===== src/pkg/ccfr_pkg.sv =====
package ccfr_pkg;
  // widths
  localparam int TEMP_W = 12;
  localparam int REG_W = 8;
  // two-wire general call
  localparam logic [7:0] GC_ADDR_BYTE = 8'h00;
  localparam logic [7:0] GC_RESET_CMD = 8'h06;
  localparam logic [3:0] BITS_PER_BYTE = 4'h8;
  // configuration register 1 fields and power-on value
  localparam int CFG_MASK_BIT = 7;
  localparam int CFG_SD_BIT = 6;
  localparam logic [7:0] CFG_RESET = 8'h00;
  // status register fields and power-on value
  localparam int STATUS_OPEN_BIT = 2;
  localparam logic [7:0] STATUS_RESET = 8'h00;
  // temperature result power-on value
  localparam logic [11:0] TEMP_RESET = 12'h000;

  typedef enum logic [1:0] {
    CCFR_OFF,
    CCFR_WAIT_SUPPLY,
    CCFR_START,
    CCFR_CONVERT
  } ccfr_conv_t;

  typedef enum logic [2:0] {
    CCFR_GC_IDLE,
    CCFR_GC_ADDR,
    CCFR_GC_ACK1,
    CCFR_GC_DATA,
    CCFR_GC_ACK2,
    CCFR_GC_IGNORE
  } ccfr_gc_t;
endpackage


===== src/ccfr_core.sv =====
`timescale 1ns/1ps
module ccfr_core (
  // clock and reset
  input wire logic clock,
  input wire logic reset_n,
  // configuration register 1 write port
  input wire logic cfg_wr_en,
  input wire logic [ccfr_pkg::REG_W-1:0] cfg_wr_data,
  // status read with clear of sticky flags
  input wire logic status_rd_clr,
  // two-wire pins, sda open drain
  input wire logic scl_in,
  input wire logic sda_in,
  output logic sda_oe,
  // analog comparators, asynchronous
  input wire logic diode_fault_comp,
  input wire logic supply_valid_comp,
  // converter handshake, same clock
  output logic adc_start,
  input wire logic adc_done,
  input wire logic [ccfr_pkg::TEMP_W-1:0] adc_result,
  // limit comparison results, same clock
  input wire logic alert_limit_cond,
  input wire logic thermal_limit_cond,
  // alarm pins, open drain, enable high pulls low
  output logic early_warning_alarm_oe,
  output logic thermal_alarm_pin_oe,
  // state and results
  output logic analog_power_en,
  output logic soft_reset,
  output logic [ccfr_pkg::REG_W-1:0] cfg_out,
  output logic [ccfr_pkg::REG_W-1:0] status_out,
  output logic [ccfr_pkg::TEMP_W-1:0] temp_result
);
  import ccfr_pkg::*;

  // input synchronisers
  logic [1:0] scl_sync_reg, sda_sync_reg, fault_sync_reg, supply_sync_reg;
  logic scl_d_reg, sda_d_reg;
  always_ff @(posedge clock or negedge reset_n) begin
    if (!reset_n) begin
      scl_sync_reg <= 2'h3;
      sda_sync_reg <= 2'h3;
      fault_sync_reg <= 2'h0;
      supply_sync_reg <= 2'h0;
      scl_d_reg <= 1'b1;
      sda_d_reg <= 1'b1;
    end else begin
      scl_sync_reg <= {scl_sync_reg[0], scl_in};
      sda_sync_reg <= {sda_sync_reg[0], sda_in};
      fault_sync_reg <= {fault_sync_reg[0], diode_fault_comp};
      supply_sync_reg <= {supply_sync_reg[0], supply_valid_comp};
      scl_d_reg <= scl_sync_reg[1];
      sda_d_reg <= sda_sync_reg[1];
    end
  end

  logic scl_s, sda_s, fault_s, supply_ok;
  assign scl_s = scl_sync_reg[1];
  assign sda_s = sda_sync_reg[1];
  assign fault_s = fault_sync_reg[1];
  assign supply_ok = supply_sync_reg[1];

  logic scl_rise, scl_fall, bus_start, bus_stop;
  assign scl_rise = scl_s & ~scl_d_reg;
  assign scl_fall = ~scl_s & scl_d_reg;
  assign bus_start = scl_s & scl_d_reg & sda_d_reg & ~sda_s;
  assign bus_stop = scl_s & scl_d_reg & ~sda_d_reg & sda_s;

  // general call receiver
  ccfr_gc_t gc_state_reg, gc_state_next;
  logic [7:0] shift_reg, shift_next;
  logic [3:0] bit_cnt_reg, bit_cnt_next;
  logic sda_oe_reg, sda_oe_next;
  logic rst_pend_reg, rst_pend_next;
  logic soft_reset_reg, soft_reset_next;

  always_comb begin
    gc_state_next = gc_state_reg;
    shift_next = shift_reg;
    bit_cnt_next = bit_cnt_reg;
    sda_oe_next = sda_oe_reg;
    rst_pend_next = rst_pend_reg;
    soft_reset_next = 1'b0;
    if (bus_stop) begin
      gc_state_next = CCFR_GC_IDLE;
      sda_oe_next = 1'b0;
      rst_pend_next = 1'b0;
      soft_reset_next = rst_pend_reg;
    end else if (bus_start) begin
      gc_state_next = CCFR_GC_ADDR;
      bit_cnt_next = 4'h0;
      sda_oe_next = 1'b0;
      rst_pend_next = 1'b0;
    end else begin
      case (gc_state_reg)
        CCFR_GC_ADDR, CCFR_GC_DATA: begin
          if (scl_rise && bit_cnt_reg != BITS_PER_BYTE) begin
            shift_next = {shift_reg[6:0], sda_s};
            bit_cnt_next = bit_cnt_reg + 4'h1;
          end else if (scl_fall && bit_cnt_reg == BITS_PER_BYTE) begin
            if (gc_state_reg == CCFR_GC_ADDR) begin
              if (shift_reg == GC_ADDR_BYTE) begin
                gc_state_next = CCFR_GC_ACK1;
                sda_oe_next = 1'b1;
              end else begin
                gc_state_next = CCFR_GC_IGNORE;
              end
            end else begin
              gc_state_next = CCFR_GC_ACK2;
              sda_oe_next = 1'b1;
              rst_pend_next = (shift_reg == GC_RESET_CMD);
            end
          end
        end
        CCFR_GC_ACK1: begin
          if (scl_fall) begin
            gc_state_next = CCFR_GC_DATA;
            sda_oe_next = 1'b0;
            bit_cnt_next = 4'h0;
          end
        end
        CCFR_GC_ACK2: begin
          if (scl_fall) begin
            gc_state_next = CCFR_GC_IGNORE;
            sda_oe_next = 1'b0;
          end
        end
        CCFR_GC_IDLE, CCFR_GC_IGNORE: begin
          sda_oe_next = 1'b0;
        end
        default: begin
          gc_state_next = CCFR_GC_IDLE;
          sda_oe_next = 1'b0;
        end
      endcase
    end
  end

  // the serial interface stays on a plain reset so shutdown never touches it
  always_ff @(posedge clock or negedge reset_n) begin
    if (!reset_n) begin
      gc_state_reg <= CCFR_GC_IDLE;
      shift_reg <= 8'h00;
      bit_cnt_reg <= 4'h0;
      sda_oe_reg <= 1'b0;
      rst_pend_reg <= 1'b0;
      soft_reset_reg <= 1'b0;
    end else begin
      gc_state_reg <= gc_state_next;
      shift_reg <= shift_next;
      bit_cnt_reg <= bit_cnt_next;
      sda_oe_reg <= sda_oe_next;
      rst_pend_reg <= rst_pend_next;
      soft_reset_reg <= soft_reset_next;
    end
  end

  // configuration and status registers
  logic [7:0] cfg_reg, cfg_next, status_reg, status_next;
  logic shutdown_request_bit, alarm_mask;
  assign shutdown_request_bit = cfg_reg[CFG_SD_BIT];
  assign alarm_mask = cfg_reg[CFG_MASK_BIT];

  // conversion sequencer
  ccfr_conv_t conv_state_reg, conv_state_next;
  logic fault_seen_reg, fault_seen_next;
  logic adc_start_reg, adc_start_next;
  logic power_reg, power_next;
  logic [11:0] temp_reg, temp_next;
  logic open_set;

  always_comb begin
    conv_state_next = conv_state_reg;
    fault_seen_next = fault_seen_reg;
    adc_start_next = 1'b0;
    temp_next = temp_reg;
    open_set = 1'b0;
    if (soft_reset_reg) begin
      conv_state_next = CCFR_OFF;
      fault_seen_next = 1'b0;
      temp_next = TEMP_RESET;
    end else if (shutdown_request_bit) begin
      conv_state_next = CCFR_OFF;
      fault_seen_next = 1'b0;
    end else begin
      case (conv_state_reg)
        CCFR_OFF: begin
          conv_state_next = CCFR_WAIT_SUPPLY;
        end
        CCFR_WAIT_SUPPLY: begin
          if (supply_ok) begin
            conv_state_next = CCFR_START;
          end
        end
        CCFR_START: begin
          adc_start_next = 1'b1;
          fault_seen_next = fault_s;
          conv_state_next = CCFR_CONVERT;
        end
        CCFR_CONVERT: begin
          if (!supply_ok) begin
            conv_state_next = CCFR_WAIT_SUPPLY;
          end else if (adc_done) begin
            if (fault_seen_reg || fault_s) begin
              open_set = 1'b1;
            end else begin
              temp_next = adc_result;
            end
            conv_state_next = CCFR_START;
          end else if (fault_s) begin
            fault_seen_next = 1'b1;
          end
        end
        default: begin
          conv_state_next = CCFR_OFF;
        end
      endcase
    end
    power_next = ~shutdown_request_bit & ~soft_reset_reg;
  end

  always_comb begin
    cfg_next = cfg_reg;
    status_next = status_reg;
    if (soft_reset_reg) begin
      cfg_next = CFG_RESET;
      status_next = STATUS_RESET;
    end else begin
      if (cfg_wr_en) begin
        cfg_next = cfg_wr_data;
      end
      if (status_rd_clr) begin
        status_next[STATUS_OPEN_BIT] = 1'b0;
      end
      // a fault in the clearing cycle survives
      if (open_set) begin
        status_next[STATUS_OPEN_BIT] = 1'b1;
      end
    end
  end

  // alarm pins
  logic ew_oe_reg, ew_oe_next, th_oe_reg, th_oe_next;
  always_comb begin
    if (soft_reset_reg) begin
      ew_oe_next = 1'b0;
      th_oe_next = 1'b0;
    end else begin
      ew_oe_next = ~alarm_mask & (status_next[STATUS_OPEN_BIT] | alert_limit_cond);
      th_oe_next = thermal_limit_cond;
    end
  end

  always_ff @(posedge clock or negedge reset_n) begin
    if (!reset_n) begin
      conv_state_reg <= CCFR_OFF;
      fault_seen_reg <= 1'b0;
      adc_start_reg <= 1'b0;
      power_reg <= 1'b0;
      temp_reg <= TEMP_RESET;
      cfg_reg <= CFG_RESET;
      status_reg <= STATUS_RESET;
      ew_oe_reg <= 1'b0;
      th_oe_reg <= 1'b0;
    end else begin
      conv_state_reg <= conv_state_next;
      fault_seen_reg <= fault_seen_next;
      adc_start_reg <= adc_start_next;
      power_reg <= power_next;
      temp_reg <= temp_next;
      cfg_reg <= cfg_next;
      status_reg <= status_next;
      ew_oe_reg <= ew_oe_next;
      th_oe_reg <= th_oe_next;
    end
  end

  assign sda_oe = sda_oe_reg;
  assign adc_start = adc_start_reg;
  assign early_warning_alarm_oe = ew_oe_reg;
  assign thermal_alarm_pin_oe = th_oe_reg;
  assign analog_power_en = power_reg;
  assign soft_reset = soft_reset_reg;
  assign cfg_out = cfg_reg;
  assign status_out = status_reg;
  assign temp_result = temp_reg;
endmodule


===== config.mk =====
export PLATFORM = sky130hd
export DESIGN_NAME = ccfr_core
export DESIGN_NICKNAME = d
export VERILOG_FILES = /design/src/pkg/ccfr_pkg.sv /design/src/ccfr_core.sv
export SDC_FILE = /design/constraint.sdc
export NUM_CORES = 1
export LEC_CHECK = 0
export ABC_AREA = 1
export BUFFER_PORTS_ARGS = -buffer_cell sky130_fd_sc_hd__buf_4
export CAP_MARGIN = 20
export CORE_UTILIZATION = 45
export DETAILED_ROUTE_END_ITERATION = 8
export PLACE_DENSITY = 0.69
export SYNTH_ARGS = -nofsm -noshare
export SYNTH_HDL_FRONTEND = slang
export SYNTH_SLANG_ARGS = --single-unit

===== constraint.sdc =====
create_clock -name clock -period 4.9 [get_ports clock]
set_clock_uncertainty 0.2 [all_clocks]
set_input_delay 0.245 -clock clock [delete_from_list [all_inputs] [get_ports clock]]
set_output_delay 0.245 -clock clock [all_outputs]
set_load 0.1 [all_outputs]

# ---- After elaboration in Yosys (flattened, before gate mapping)
# Index checks and enable logic that the tools add are counted.
dict set report word_totals {
  in_bits 31
  wordCells 157
  output_inout_bits 34
  reg_bits 56
}
dict set report classes {
  bitwise_logic 19
  eq_ne 29
  muxes 62
  add_sub_neg 1
  n_reduce_logical 25
}
# operator count
set op_table {}
lappend op_table {{$mux 12} 6}
lappend op_table {{$ne 4x4->1 const B} 9}
lappend op_table {{$mux 1} 33}
lappend op_table {{$mux 3} 8}
lappend op_table {{$reduce_and 4->1} 5}
lappend op_table {{$mux 8} 2}
lappend op_table {{$ne 3x3->1 const B} 5}
lappend op_table {{$mux 4} 3}
lappend op_table {{$pmux 3 s4} 1}
lappend op_table {{$mux 2} 5}
lappend op_table {{$ne 5x5->1 const B} 2}
lappend op_table {{$reduce_and 5->1} 2}
lappend op_table {{$and 1x1->1} 9}
lappend op_table {{$not 1->1} 9}
lappend op_table {{$reduce_bool 3->1} 3}
lappend op_table {{$eq 8x3->1 const B} 1}
lappend op_table {{$logic_not 8->1} 1}
lappend op_table {{$pmux 2 s4} 1}
lappend op_table {{$pmux 4 s2} 1}
lappend op_table {{$reduce_bool 2->1} 4}
lappend op_table {{$eq 3x2->1 const B} 2}
lappend op_table {{$eq 3x3->1 const B} 2}
lappend op_table {{$reduce_or 2->1} 3}
lappend op_table {{$add 4x1->4 const B} 1}
lappend op_table {{other kinds (14)} 18}

# ---- Longest topological paths before layout
# Gate-level depths: netlist (run 1).
dict set report depth {
  ltp_word 12
  ltp_mapped 10
  ltp_nobuf 10
}

# ---- Worst setup path after synthesis (run 1)
# OpenSTA, ideal clock, no wires.
dict set report synth_path {
  path_kind {flip-flop to flip-flop}
  startpoint {register cfg_reg[6], in the netlist cfg_out[6]}
  endpoint {register temp_reg[0], in the netlist temp_result[0]}
  setup_time_ns 0.068
  arrival_time_ns 1.729
  synth_period_minus_slack_ns 1.997
  stages_incl_launch_ff 6
  setup_slack_ns 2.903
  n_path_buf 1
  path_cell_list {dfrtp_1 -> nor2_1 -> nand3_1 -> clkbuf_1 -> nand3_1 -> nand2_1}
}
dict set report synth_via {
  elab_chain_cells 2
}
# item line_no
set synth_lines {}
lappend synth_lines {{start, declared} ccfr_core.sv:160} ;# logic [7:0] cfg_reg, cfg_next, status_reg, status_next;
lappend synth_lines {{start signal, assigned} ccfr_core.sv:272} ;# cfg_reg <= cfg_next;
lappend synth_lines {{$ne 2x2->1 (no source line)} n/a}
lappend synth_lines {{$reduce_and 5->1 (no source line)} n/a}
lappend synth_lines {{end signal, assigned} ccfr_core.sv:271} ;# temp_reg <= temp_next;
lappend synth_lines {{end, declared} ccfr_core.sv:170} ;# logic [11:0] temp_reg, temp_next;
# No other way between the ends.
# A chain may end at the register's enable or synchronous reset.

# ---- Worst setup path after layout (run 1)
dict set report layout_path {
  startpoint {register cfg_reg[6], in the netlist cfg_out[6]}
  endpoint {register temp_reg[6], in the netlist temp_result[6]}
}
# The elaborated chain is that of the path after synthesis.

==> summary by stage, run 1 <==
Floorplanning
65 I/O pins were placed. The core box area is 5570 sq um. The floorplan step defined a die boundary enclosing 6130 sq um. The starting utilization of the core area is 0.470. From left edge to right edge, the die measures 78.3 microns. The floorplan has 27 rows.

Measured along the y axis, the die boundary spans 78.3 microns.

Cells and area
The growth of design area from synthesis to finish is 30.9%. Of the cells placed in the final design, the portion with a size suffix greater than 1 is 0.235. The total inserted antenna cells is 0. The utilization of the core after routing is 0.615. After routing the design area is 3430 sq um. After the last flow step, the layout net total stands at 428.

The flip-flop count of the largest register, all copies and words added is 12.

Clock network
The clock tree root driver cell is clkbuf_8. The CTS clock-pin slew for the worst setup and hold paths is 0.10 ns. Buffers inserted during clock tree synthesis total 5. The number of gates given a new drive strength after cts is 0. The quantity of hold-fixing buffers added after cts is 27.

The clock passes through at most 2 buffers. The number of H-tree branching levels is 2. TritonCTS built the clock tree. The clock net in this run drives a total of 56 sinks.

The clock latency on the worst-skew pair is 0.32 ns. The setup fix buffers added after clock tree synthesis is 0.

Synth
Yosys attributes the largest share of cell area to dfrtp_1 48%, nand2_1 12%, nand3_1 7.1%. Yosys printed 0 warnings. The average instance in the mapped netlist occupies 8.37 sq um. In the synthesized netlist the async set-or-reset flop fraction comes to 1.00. The area fraction in compound gates after synthesis came to 0.0592.

Of the total synthesized cell area, the portion taken by AND, OR, NAND and NOR gates is 0.296. Of all cell types, the one taking the most synthesized area is dfrtp_1. The fraction of the yosys area taken by sequential cells is 0.538. The number of synthesized register bits is 56. The most common cell in the netlist is nand2_1. The xor/xnor cell area share of the yosys netlist is 0.00334.

In the synthesized netlist, the number of instances is 313. The number of enable flip-flop cells after synthesis is 0. Among all flip-flop cells after synthesis, the most frequent one is dfrtp_1. Of the total synthesized cell area, the portion taken by full adders, half adders and majority gates is 0.00955. After synthesis the cells add up to 2620 sq um. Yosys mapped the design onto 31 distinct sky130hd cell types. After synthesis, the largest family of logic cells by area is simple AND/OR/NAND/NOR gates. Of the post-synthesis cell area, the dominant cell type holds 0.478. Sorting the synthesized cells by how often they occur yields 82 x nand2_1, 50 x dfrtp_1, 37 x inv_1, 37 x nand3_1, 32 x nor2_1. The portion of synthesized area spent on multiplexers is 0.

Drt
The number of nets with antenna violations after detailed routing is 0. The overall via count from detail_route is 2282. After detailed routing, the average wire length per cell comes to 11.8 microns. The residual DRC count is 0. Using the TritonRoute via totals, the vias-per-cell ratio works out to 4.88. The final routed wirelength across all metal layers is 5.52 mm. The count of TritonRoute iterations in the first routing pass is 4.

After the first detailed-routing iteration, the DRC count stood at 128.

Worst hold path
Counting instances, the worst hold path has a depth of 4. The hold path endpoint is status_out[2]$_DFF_PN0_. The worst hold path belongs to the class input pin to flop. The beginning of the worst hold path is status_rd_clr.

STA
The max-slew violation count is 0. The final hold violation count was 0. The final cycle utilization of the critical path is 0.458. Setup violations remaining at the end of the flow were counted as 0.

The fmax is 0.445 GHz. At the pin with the least slew margin, the transition time is 0.769 ns. Setup repair after global routing left no endpoint under its margin. For the final routed database, the setup TNS stands at 0 ns. The worst max-slew margin expressed relative to the limit is 0.485. The minimum clock period is 2.25 ns.

Global routing
The first global-routing pass estimated 9.37 mm of wire. The number of global-route vias before repair is 2168. The met3 track utilization from global routing is 0.0395. The total grt overflow is 0. In the global route stage, met2 resource usage came out at 0.314. The initial antenna violation count is 0. The fraction of met1 tracks used by global routing is 0.249.

The global routing's busiest layer is met2. The maximum number of pins on one net before global-route repair is 57. In the global route stage, overall resource usage came out at 0.198.

Power and ir drop
The power density relative to cell area is 448 nW/um^2. The worst-case IR drop observed on VDD is 307 uV. The cell leakage power is 0.00182 uW.

Setup path
The number of cells on the worst reg-to-reg path is 5. The highest cell delay on the worst timing path is 0.74 ns. The sum of buffers and inverters on the critical path is 0. The signal arrival time at the worst endpoint is 2.31 ns. The standard cell with the maximum stage delay on the critical path is nor2_1.

The end of the worst register-to-register path is temp_result[6]$_DFFE_PN0P_. At the worst endpoint, the required time is 4.96 ns. STA classifies the critical path startpoint as a flop. The worst flop-to-flop path startpoint is cfg_out[6]$_DFFE_PN0P_.

Traced cell by cell, the critical path runs through nor2_1, nand3_1, nor2_1, nand2_1, nand2_1. The register-to-register setup slack is 2.65 ns. The kind of capture point of the worst setup path is a flop. In this design, the largest share of critical-path delay is due to simple AND/OR/NAND/NOR gates.

The critical path class is flop to flop. The maximum fanout along the worst path is 13.

Placement
Routability-driven placement finished with a final weighted congestion of 0.818. The cell area after placement is 3070 sq um. In this run the tool buffered the top-level ports with 57 buffer cells.

Detailed placement finished with a half-perimeter wire length of 3.63 mm.

Run status
The flow ran to the end, and the final reports show no timing, DRC or antenna violations.

Flow run
The tool flagged a number of max-cap violations equal to 0.
-- cell usage in the layout (no fill, tap or decap), drive strengths merged, types with 2 or more instances in the layout --
cell type	synthesis	final
nand2	87	87
buf	10	57
dfrtp	50	50
inv	41	41
nand3	41	41
nor2	35	35
dlygate4sd3	0	27
o21ai	17	17
conb	1	7
dfstp	6	6
clkbuf	5	6
nor3	5	5
a21oi	4	4
ha	2	2
-- layout make-up --
type / count / area (sq um)
clock buffer: 6 / 72.6
fill: 476 / 2140
multi-input combinational: 207 / 990
inverter: 41 / 154
clock inverter: 2 / 16.3
sequential: 56 / 1410
timing repair buffer: 84 / 698
tap: 72 / 90.1
-- worst min-delay path: stages --
cell and delay [ns]:
buf_4 0.08, o21ai_0 0.09, inv_1 0.06, nor2_1 0.03
-- through the flow --
stage	std cells	setup slack, ns	hold slack [ns]	total power, uW
6_report	468	2.65	0.00902	1540
5_1_grt	468	2.35	0.0363	1620
4_1_cts	468	2.65	0.00239	1540
3_5_place_dp	433	2.67	0.134	1270
3_3_place_gp	433	2.79	0.132	1260
2_1_floorplan	319	2.90	-0.251	1130
-- layer usage --
layer,part of all wire,vias to the layer above
li1,-,1132
met1,0.45,1052
met2,0.46,80
met3,0.054,18
met4,0.037,0
met5,0,-
-- where the power goes --
part | total (uW) | switching [uW] | internal (uW)
Combinational | 674 | 503 | 171
Sequential | 603 | 60.6 | 543
Clock | 260 | 157 | 102
-- worst max-delay path by stage --
| stage | startpoint | endpoint | slack (ns) | cells past startpoint |
|---|---|---|---|---|
| 6_report | cfg_out[6]$_DFFE_PN0P_ | temp_result[6]$_DFFE_PN0P_ | 2.65 | 5 |
| 5_1_grt | cfg_out[6]$_DFFE_PN0P_ | temp_result[10]$_DFFE_PN0P_ | 2.35 | 5 |
| 3_5_place_dp | cfg_out[6]$_DFFE_PN0P_ | temp_result[6]$_DFFE_PN0P_ | 2.67 | 5 |
| 4_1_cts | cfg_out[6]$_DFFE_PN0P_ | temp_result[6]$_DFFE_PN0P_ | 2.65 | 5 |
| 2_1_floorplan | cfg_out[6]$_DFFE_PN0P_ | temp_result[0]$_DFFE_PN0P_ | 2.90 | 5 |
| 3_3_place_gp | cfg_out[6]$_DFFE_PN0P_ | temp_result[4]$_DFFE_PN0P_ | 2.79 | 5 |
-- logic make-up (layout without fill, tap and decap cells) --
kind of cell | after synthesis | after routing
buf+inv | 56 | 133
compound gates | 25 | 25
flops | 56 | 56
other cells | 1 | 7
simple gates | 172 | 172
xor+xnor | 1 | 1
fa+ha+maj | 2 | 2
Note: power is estimated with default switching activity, not from simulation.
==> inputs of run 2 (changes only) <==
--- a/config.mk
+++ b/config.mk
@@ -10,7 +10,7 @@
 export CAP_MARGIN = 20
 export CORE_UTILIZATION = 45
 export DETAILED_ROUTE_END_ITERATION = 8
-export PLACE_DENSITY = 0.69
+export PLACE_DENSITY = 0.72
 export SYNTH_ARGS = -nofsm -noshare
 export SYNTH_HDL_FRONTEND = slang
 export SYNTH_SLANG_ARGS = --single-unit
==> constraint.sdc (replaced) <==
create_clock -name clock -period 1.8 [get_ports clock]
set_clock_uncertainty 0.2 [all_clocks]
set_input_delay 0.09 -clock clock [delete_from_list [all_inputs] [get_ports clock]]
set_output_delay 0.09 -clock clock [all_outputs]
set_load 0.1 [all_outputs]
==> run 2 against run 1 <==
Clock power grew to 3.7 times the previous value. Global-route usage hardly changed. Critical path depth is 1 lower. Worst setup slack worse by 2.5 ns. Hold slack better by 0.024 ns. Fmax is 33% higher. Die area stayed put. Flip-flop and latch count stayed put. Wire length is 2.7% higher. Largest cell class unchanged. Cell count is 3.8% higher. Count of clock-buffer cells in the layout is 1 lower. Largest power group unchanged.
==> summary by stage, run 2 (synthesis gave the netlist of run 1 again) <==
Run status
The run finished with clean final reports.

Cells and area
The top cell types in the final layout, fill and taps aside, are 81 x nand2_1, 64 x buf_4, 48 x dfrtp_1. The growth of design area from synthesis to finish is 39.3%. The share of layout cells above drive strength 1 is 0.258. The number of nets in the finished design is 446. Leaving out fill and tap cells, the most frequent cell in the layout is nand2_1.

The flip-flop count of the largest register, all copies and words added is 12. The total inserted antenna cells is 0.

Clock network
The number of H-tree branching levels is 2. The CTS clock-pin slew for the worst setup and hold paths is 0.10 ns. Counting every sink on the clock net gives 56. The clock tree from TritonCTS is done. Clock tree synthesis selected as its root buffer the cell clkbuf_8. The maximum buffer depth of the clock tree is 2. The clock latency on the worst-skew pair is 0.30 ns.

Clock tree synthesis inserted a total of 5 buffers.

Floorplanning
The die is 78.3 microns tall. From left edge to right edge, the die measures 78.3 microns. Row generation in the floorplan step produced 27 rows.

The core box area is 5570 sq um. The die covers 6130 sq um. The starting utilization of the core area is 0.470. The I/O pin count is 65.

STA
The max-slew violation count is 0. The routed design could run at a clock period as short as 1.69 ns. For this run, the top clock speed supported by timing is 0.590 GHz. Setup repair after global routing left no endpoint under its margin. Adding up every negative setup slack in the final design gives 0 ns. The final hold violation count came to 0. The slew at the pin with the worst max-slew slack is 0.679 ns. Measured against its own limit, the worst slew margin works out to 0.547. The total setup violations reported at the end of the flow is 0.

Of the available clock period, the critical path in the final layout requires 0.941.

Setup path
The signal arrival time at the worst endpoint is 1.68 ns. The worst flop-to-flop path startpoint is soft_reset$_DFF_PN0_. The end of the worst register-to-register path is cfg_out[4]$_DFFE_PN0P_. The register-to-register setup slack is 0.11 ns. The critical path required time is 1.79 ns.

Measured in cells, the most critical reg-to-reg path has a length of 4. The critical path class is flop to flop. The kind of capture point of the worst setup path is a flop. Of all nets on the critical path, the largest fanout is 5. STA classifies the critical path startpoint as a flop.

Drt
After detailed routing, the number of vias per cell comes to 4.77. In the routed design, unresolved DRC markers number 0. The number of nets with antenna violations after detailed routing is 0. The count of TritonRoute iterations in the first routing pass is 4.

The final routed wirelength across all metal layers is 5.67 mm. The detailed router placed 2320 vias in this run. The routed wirelength normalized by instance count is 11.7 microns. The number of DRC violations after detailed-routing iteration 0 is 67.

Global routing
Entering global routing, the biggest net connects 57 pins. The first global-routing pass estimated 9.58 mm of wire. The number of global-route vias before repair is 2224.

The initial antenna violation count is 0. Summed over all layers, the global routing overflow is 0. The total track usage is 0.198.

Power and ir drop
The design draws 4490 uW. VDD sags by at most 1170 uV. For this design the ratio of total power to cell area is 1230 nW/um^2. The cell leakage power is 0.00190 uW.

Placement
The number of buffer cells added on primary ports is 57. The final HPWL from detailed placement is 3.67 mm. The congestion estimate from routability-driven global placement came to 0.833.

Worst hold path
For hold timing, the worst endpoint is cfg_out[6]$_DFFE_PN0P_. The cell depth of the worst min-delay path is 3. The worst hold path begins at cfg_wr_en. The worst hold path class is input pin to flop.

Flow run
Across the run, the number of max-cap violations was 0.
[run 2: cell count changes in the layout (fill, tap and decap cells not counted), sizes merged]
cell         previous run  this run
dlygate4sd3            27        37
buf                    57        64
bufinv                  0         2
clkbuf                  6         5
clkinvlp                1         2
clkinv                  1         0
[run 2: area by class of cell]
type / count / area (sq um)
timing repair inverter: 1 / 5.00
inverter: 41 / 158
clock inverter: 3 / 68.8
tap: 72 / 90.1
multi-input combinational: 207 / 997
clock buffer: 5 / 68.8
timing repair buffer: 101 / 851
fill: 456 / 1920
sequential: 56 / 1410
[run 2: critical path, stage by stage, from the launching register on]
cell	delay, ns
dfrtp_2	0.44
clkinvlp_2	0.20
nand3_1	0.12
dlygate4sd3_1	0.55
o21ai_0	0.08
[run 2: repair_timing]
item | CTS | global route
hold buffers | 37 | 0
buffers inserted | 0 | 2
setup endpoints to repair | 0 | 12
hold endpoints to repair | 78 | 0
gates resized for setup | 0 | 3
[run 2: how the worst max path moves through the flow]
stage                               startpoint                     endpoint  slack (ns)  depth (start not counted)
floorplan                 soft_reset$_DFF_PN0_   temp_result[0]$_DFFE_PN0P_        0.11                          5
global placement           scl_d_reg$_DFF_PN1_   bit_cnt_reg[1]$_DFFE_PN0P_        0.12                          9
detailed placement         scl_d_reg$_DFF_PN1_   bit_cnt_reg[2]$_DFFE_PN0P_        0.12                          9
CTS                       soft_reset$_DFF_PN0_       cfg_out[0]$_DFFE_PN0P_        0.04                          4
global route        bit_cnt_reg[1]$_DFFE_PN0P_  gc_state_reg[1]$_DFFE_PN0P_       0.005                         10
finish                    soft_reset$_DFF_PN0_       cfg_out[4]$_DFFE_PN0P_        0.11                          4
[run 2: metrics by stage]
| stage | std cells | area [sq um] | hold WS (ns) | setup slack, ns | utilization |
|---|---|---|---|---|---|
| finish | 486 | 3650 | 0.0330 | 0.106 | 0.655 |
| global route | 486 | 3650 | 0.0517 | 0.00512 | 0.655 |
| global placement | 438 | 3110 | -0.0245 | 0.125 | 0.558 |
| CTS | 483 | 3620 | 0.0161 | 0.0418 | 0.649 |
| floorplan | 319 | 2650 | -0.406 | 0.109 | - |
| detailed placement | 438 | 3110 | -0.0210 | 0.121 | 0.558 |
[run 2: per-layer routing]
layer	vias up	wire length, microns	track usage
met5	-	0	0
met3	5	149	0.0256
met1	1107	2600	0.248
li1	1163	-	-
met4	0	48	0.0444
met2	45	2880	0.361
[run 2: power breakdown]
group	total [uW]	internal, uW	switching [uW]
Combinational	1900	499	1400
Clock	959	560	399
Sequential	1640	1480	158
Total	4490	2540	1950
==> inputs of run 3 (changes only) <==
--- a/config.mk
+++ b/config.mk
@@ -8,6 +8,7 @@
 export ABC_AREA = 1
 export BUFFER_PORTS_ARGS = -buffer_cell sky130_fd_sc_hd__buf_4
 export CAP_MARGIN = 20
+export CORE_ASPECT_RATIO = 0.7
 export CORE_UTILIZATION = 45
 export DETAILED_ROUTE_END_ITERATION = 8
 export PLACE_DENSITY = 0.72
==> run 3 against run 2 <==
Count of clock-buffer cells in the layout up 2. Highest routed layer unchanged. Core utilization increased by 2.3 points. Sequential share of layout area fell by 0.28 points. Die area is essentially flat. Sequential power barely moved. Non-clock buffer count is 4 higher. Fmax fell by 3.3%. Global-route usage rose by 2.0 points. Hold slack improved by 0.039 ns. Flip-flop and latch count stayed put. Via count grew 0.60%.
==> summary by stage, run 3 (synthesis gave the netlist of run 1 again) <==
Run status
The flow ran to the end, and the final reports show no timing, DRC or antenna violations.

Floorplanning
The I/O pin count is 65. The horizontal die dimension is 93.2 microns. The die covers 6140 sq um. The core box area is 5420 sq um. The placement row count is 22.

The die outline height is 65.8 microns. The initial utilization of the core area, before any placement, comes to 0.483.

Cells and area
The top cell types in the final layout, fill and taps aside, are 82 x nand2_1, 66 x buf_4, 48 x dfrtp_1. Registers take 1410 sq um. The library cell used most frequently in the layout, excluding fill and tap cells, is nand2_1. The area of all placed cells without fillers is 3680 sq um. The register with the most flip-flops in the layout has 12 of them. In the final layout, the multi-input gates occupy 1020 sq um. Relative to the synthesized area, the layout overhead comes to 40.3%. The total inserted antenna cells is 0. The finished layout holds 489 standard cells, fillers aside. Measured on the finished design, the core utilization comes to 0.678. The layout has 440 filler cells.

The share of layout cells above drive strength 1 is 0.266. The number of nets in the finished design is 449.

Power and ir drop
The analysis attributes to cell leakage a power of 0.00192 uW. The design draws 4320 uW. Across the VDD grid, the largest voltage drop is 737 uV. The power density relative to cell area is 1170 nW/um^2.

Clock network
Counting along the longest clock path gives a buffer depth of 2. The clock tree root driver cell is clkbuf_8. TritonCTS built the clock tree. The total clock buffers created by CTS is 5. The CTS clock-pin slew for the worst setup and hold paths is 0.10 ns.

The clock latency on the worst-skew pair is 0.31 ns. The clock drives 56 sinks. The clock tree synthesis step divided the H-tree into 2 levels.

Drt
The first detailed-routing pass ran for 4 iterations. Dividing the detail-routed via count by the number of cells gives 4.77. The routed wirelength normalized by instance count is 12.9 microns. For this block, the via count after detailed routing is 2334. The number of DRC violations after detailed-routing iteration 0 is 170. The detail route stage leaves a number of antenna-violating nets equal to 0. The final routed wirelength across all metal layers is 6.30 mm.

The residual DRC count is 0.

Placement
The number of buffer cells added on primary ports is 57. The cell area after placement is 3140 sq um. Counting tap cells, the placed design contains a total of 440 instances. The global placer's final weighted congestion is 0.829. Summed over all nets, the half-perimeter wirelength after detailed placement is 4.21 mm.

Setup path
The startpoint type of the worst setup path is a flop. Data on the critical path arrives at its endpoint at 1.79 ns. The kind of capture point of the worst setup path is a flop. Measured in cells, the most critical reg-to-reg path has a length of 5. The critical path class is flop to flop. The critical path required time is 1.83 ns. Of all nets on the critical path, the largest fanout is 21.

Worst hold path
The tightest min-delay check is of the input pin to asynchronous set/reset pin type.

STA
The final hold violation count is 0. Dividing the final minimum period by the clock period gives 0.973. The minimum clock period is 1.75 ns. The max-slew violation count was 0.

Setup violations remaining at the end of the flow were counted as 0. The fmax is 0.571 GHz.

Flow run
The tool flagged a number of max-cap violations equal to 0.

Global routing
The initial antenna violation count came to 0. The wire length of the first global-routing pass is 10.1 mm. The total grt overflow is 0. The number of global-route vias before repair is 2164.

The total track usage is 0.218. Entering global routing, the biggest net connects 36 pins.
## run 3: changes by cell type in the layout (fill, tap and decap cells not counted), sizes merged
| cell | change |
|---|---|
| buf | +4 |
| clkbuf | +2 |
| clkinvlp | -1 |
| bufinv | -2 |
## run 3: routing by layer
layer / track usage / vias to the layer above / part of all wire
li1: - / 1167 / -
met1: 0.311 / 1079 / 0.47
met2: 0.331 / 79 / 0.46
met3: 0.0448 / 9 / 0.058
met4: 0.0750 / 0 / 0.017
met5: 0 / - / 0
## run 3: through the flow
step / TNS, ns / hold WS (ns) / setup slack (ns)
2_1_floorplan: 0 / -0.406 / 0.109
3_3_place_gp: 0 / -0.121 / 0.147
3_5_place_dp: 0 / -0.116 / 0.0536
4_1_cts: 0 / 0.0818 / 0.0245
5_1_grt: -0.0139 / 0.112 / -0.00680
6_report: 0 / 0.0724 / 0.0477
## run 3: cell type report
type,count,area share
flip-flops and latches,56,0.384
clock buffers,7,0.0235
inverters,41,0.0419
repair buffers,105,0.246
clock inverters,1,0.00204
multi-input cells,207,0.278
well taps,72,0.0245
## run 3: final timing paths
path	start	to	slack, ns
worst max register to register	soft_reset$_DFF_PN0_	cfg_out[3]$_DFFE_PN0P_	0.05
worst min-delay path	reset_n	gc_state_reg[1]$_DFFE_PN0P_	0.07
worst min register to register	fault_sync_reg[0]$_DFF_PN0_	fault_sync_reg[1]$_DFF_PN0_	0.16
max in group asynchronous	reset_n	scl_d_reg$_DFF_PN1_	0.78
min in group clock	fault_sync_reg[0]$_DFF_PN0_	fault_sync_reg[1]$_DFF_PN0_	0.16
worst max-delay path	soft_reset$_DFF_PN0_	cfg_out[3]$_DFFE_PN0P_	0.05
## run 3: critical path: stages (launching register included)
cell and delay [ns]:
dfrtp_2 0.46, inv_1 0.11, buf_12 0.16, nand3_1 0.09
dlygate4sd3_1 0.58, o21ai_0 0.08
## run 3: timing repair
action / in CTS / in global routing
hold buffers: 37 / 0
endpoints found under the hold margin: 80 / 0
endpoints found under the setup margin: 0 / 15
gates resized for setup: 0 / 10
buffers inserted: 0 / 4
## run 3: report_power, final
group | internal, uW | switching, uW | total [uW] | leakage [uW]
registers | 1480 | 149 | 1630 | 0.000711
clock network | 314 | 410 | 724 | 0.0000445
logic | 527 | 1440 | 1960 | 0.00116
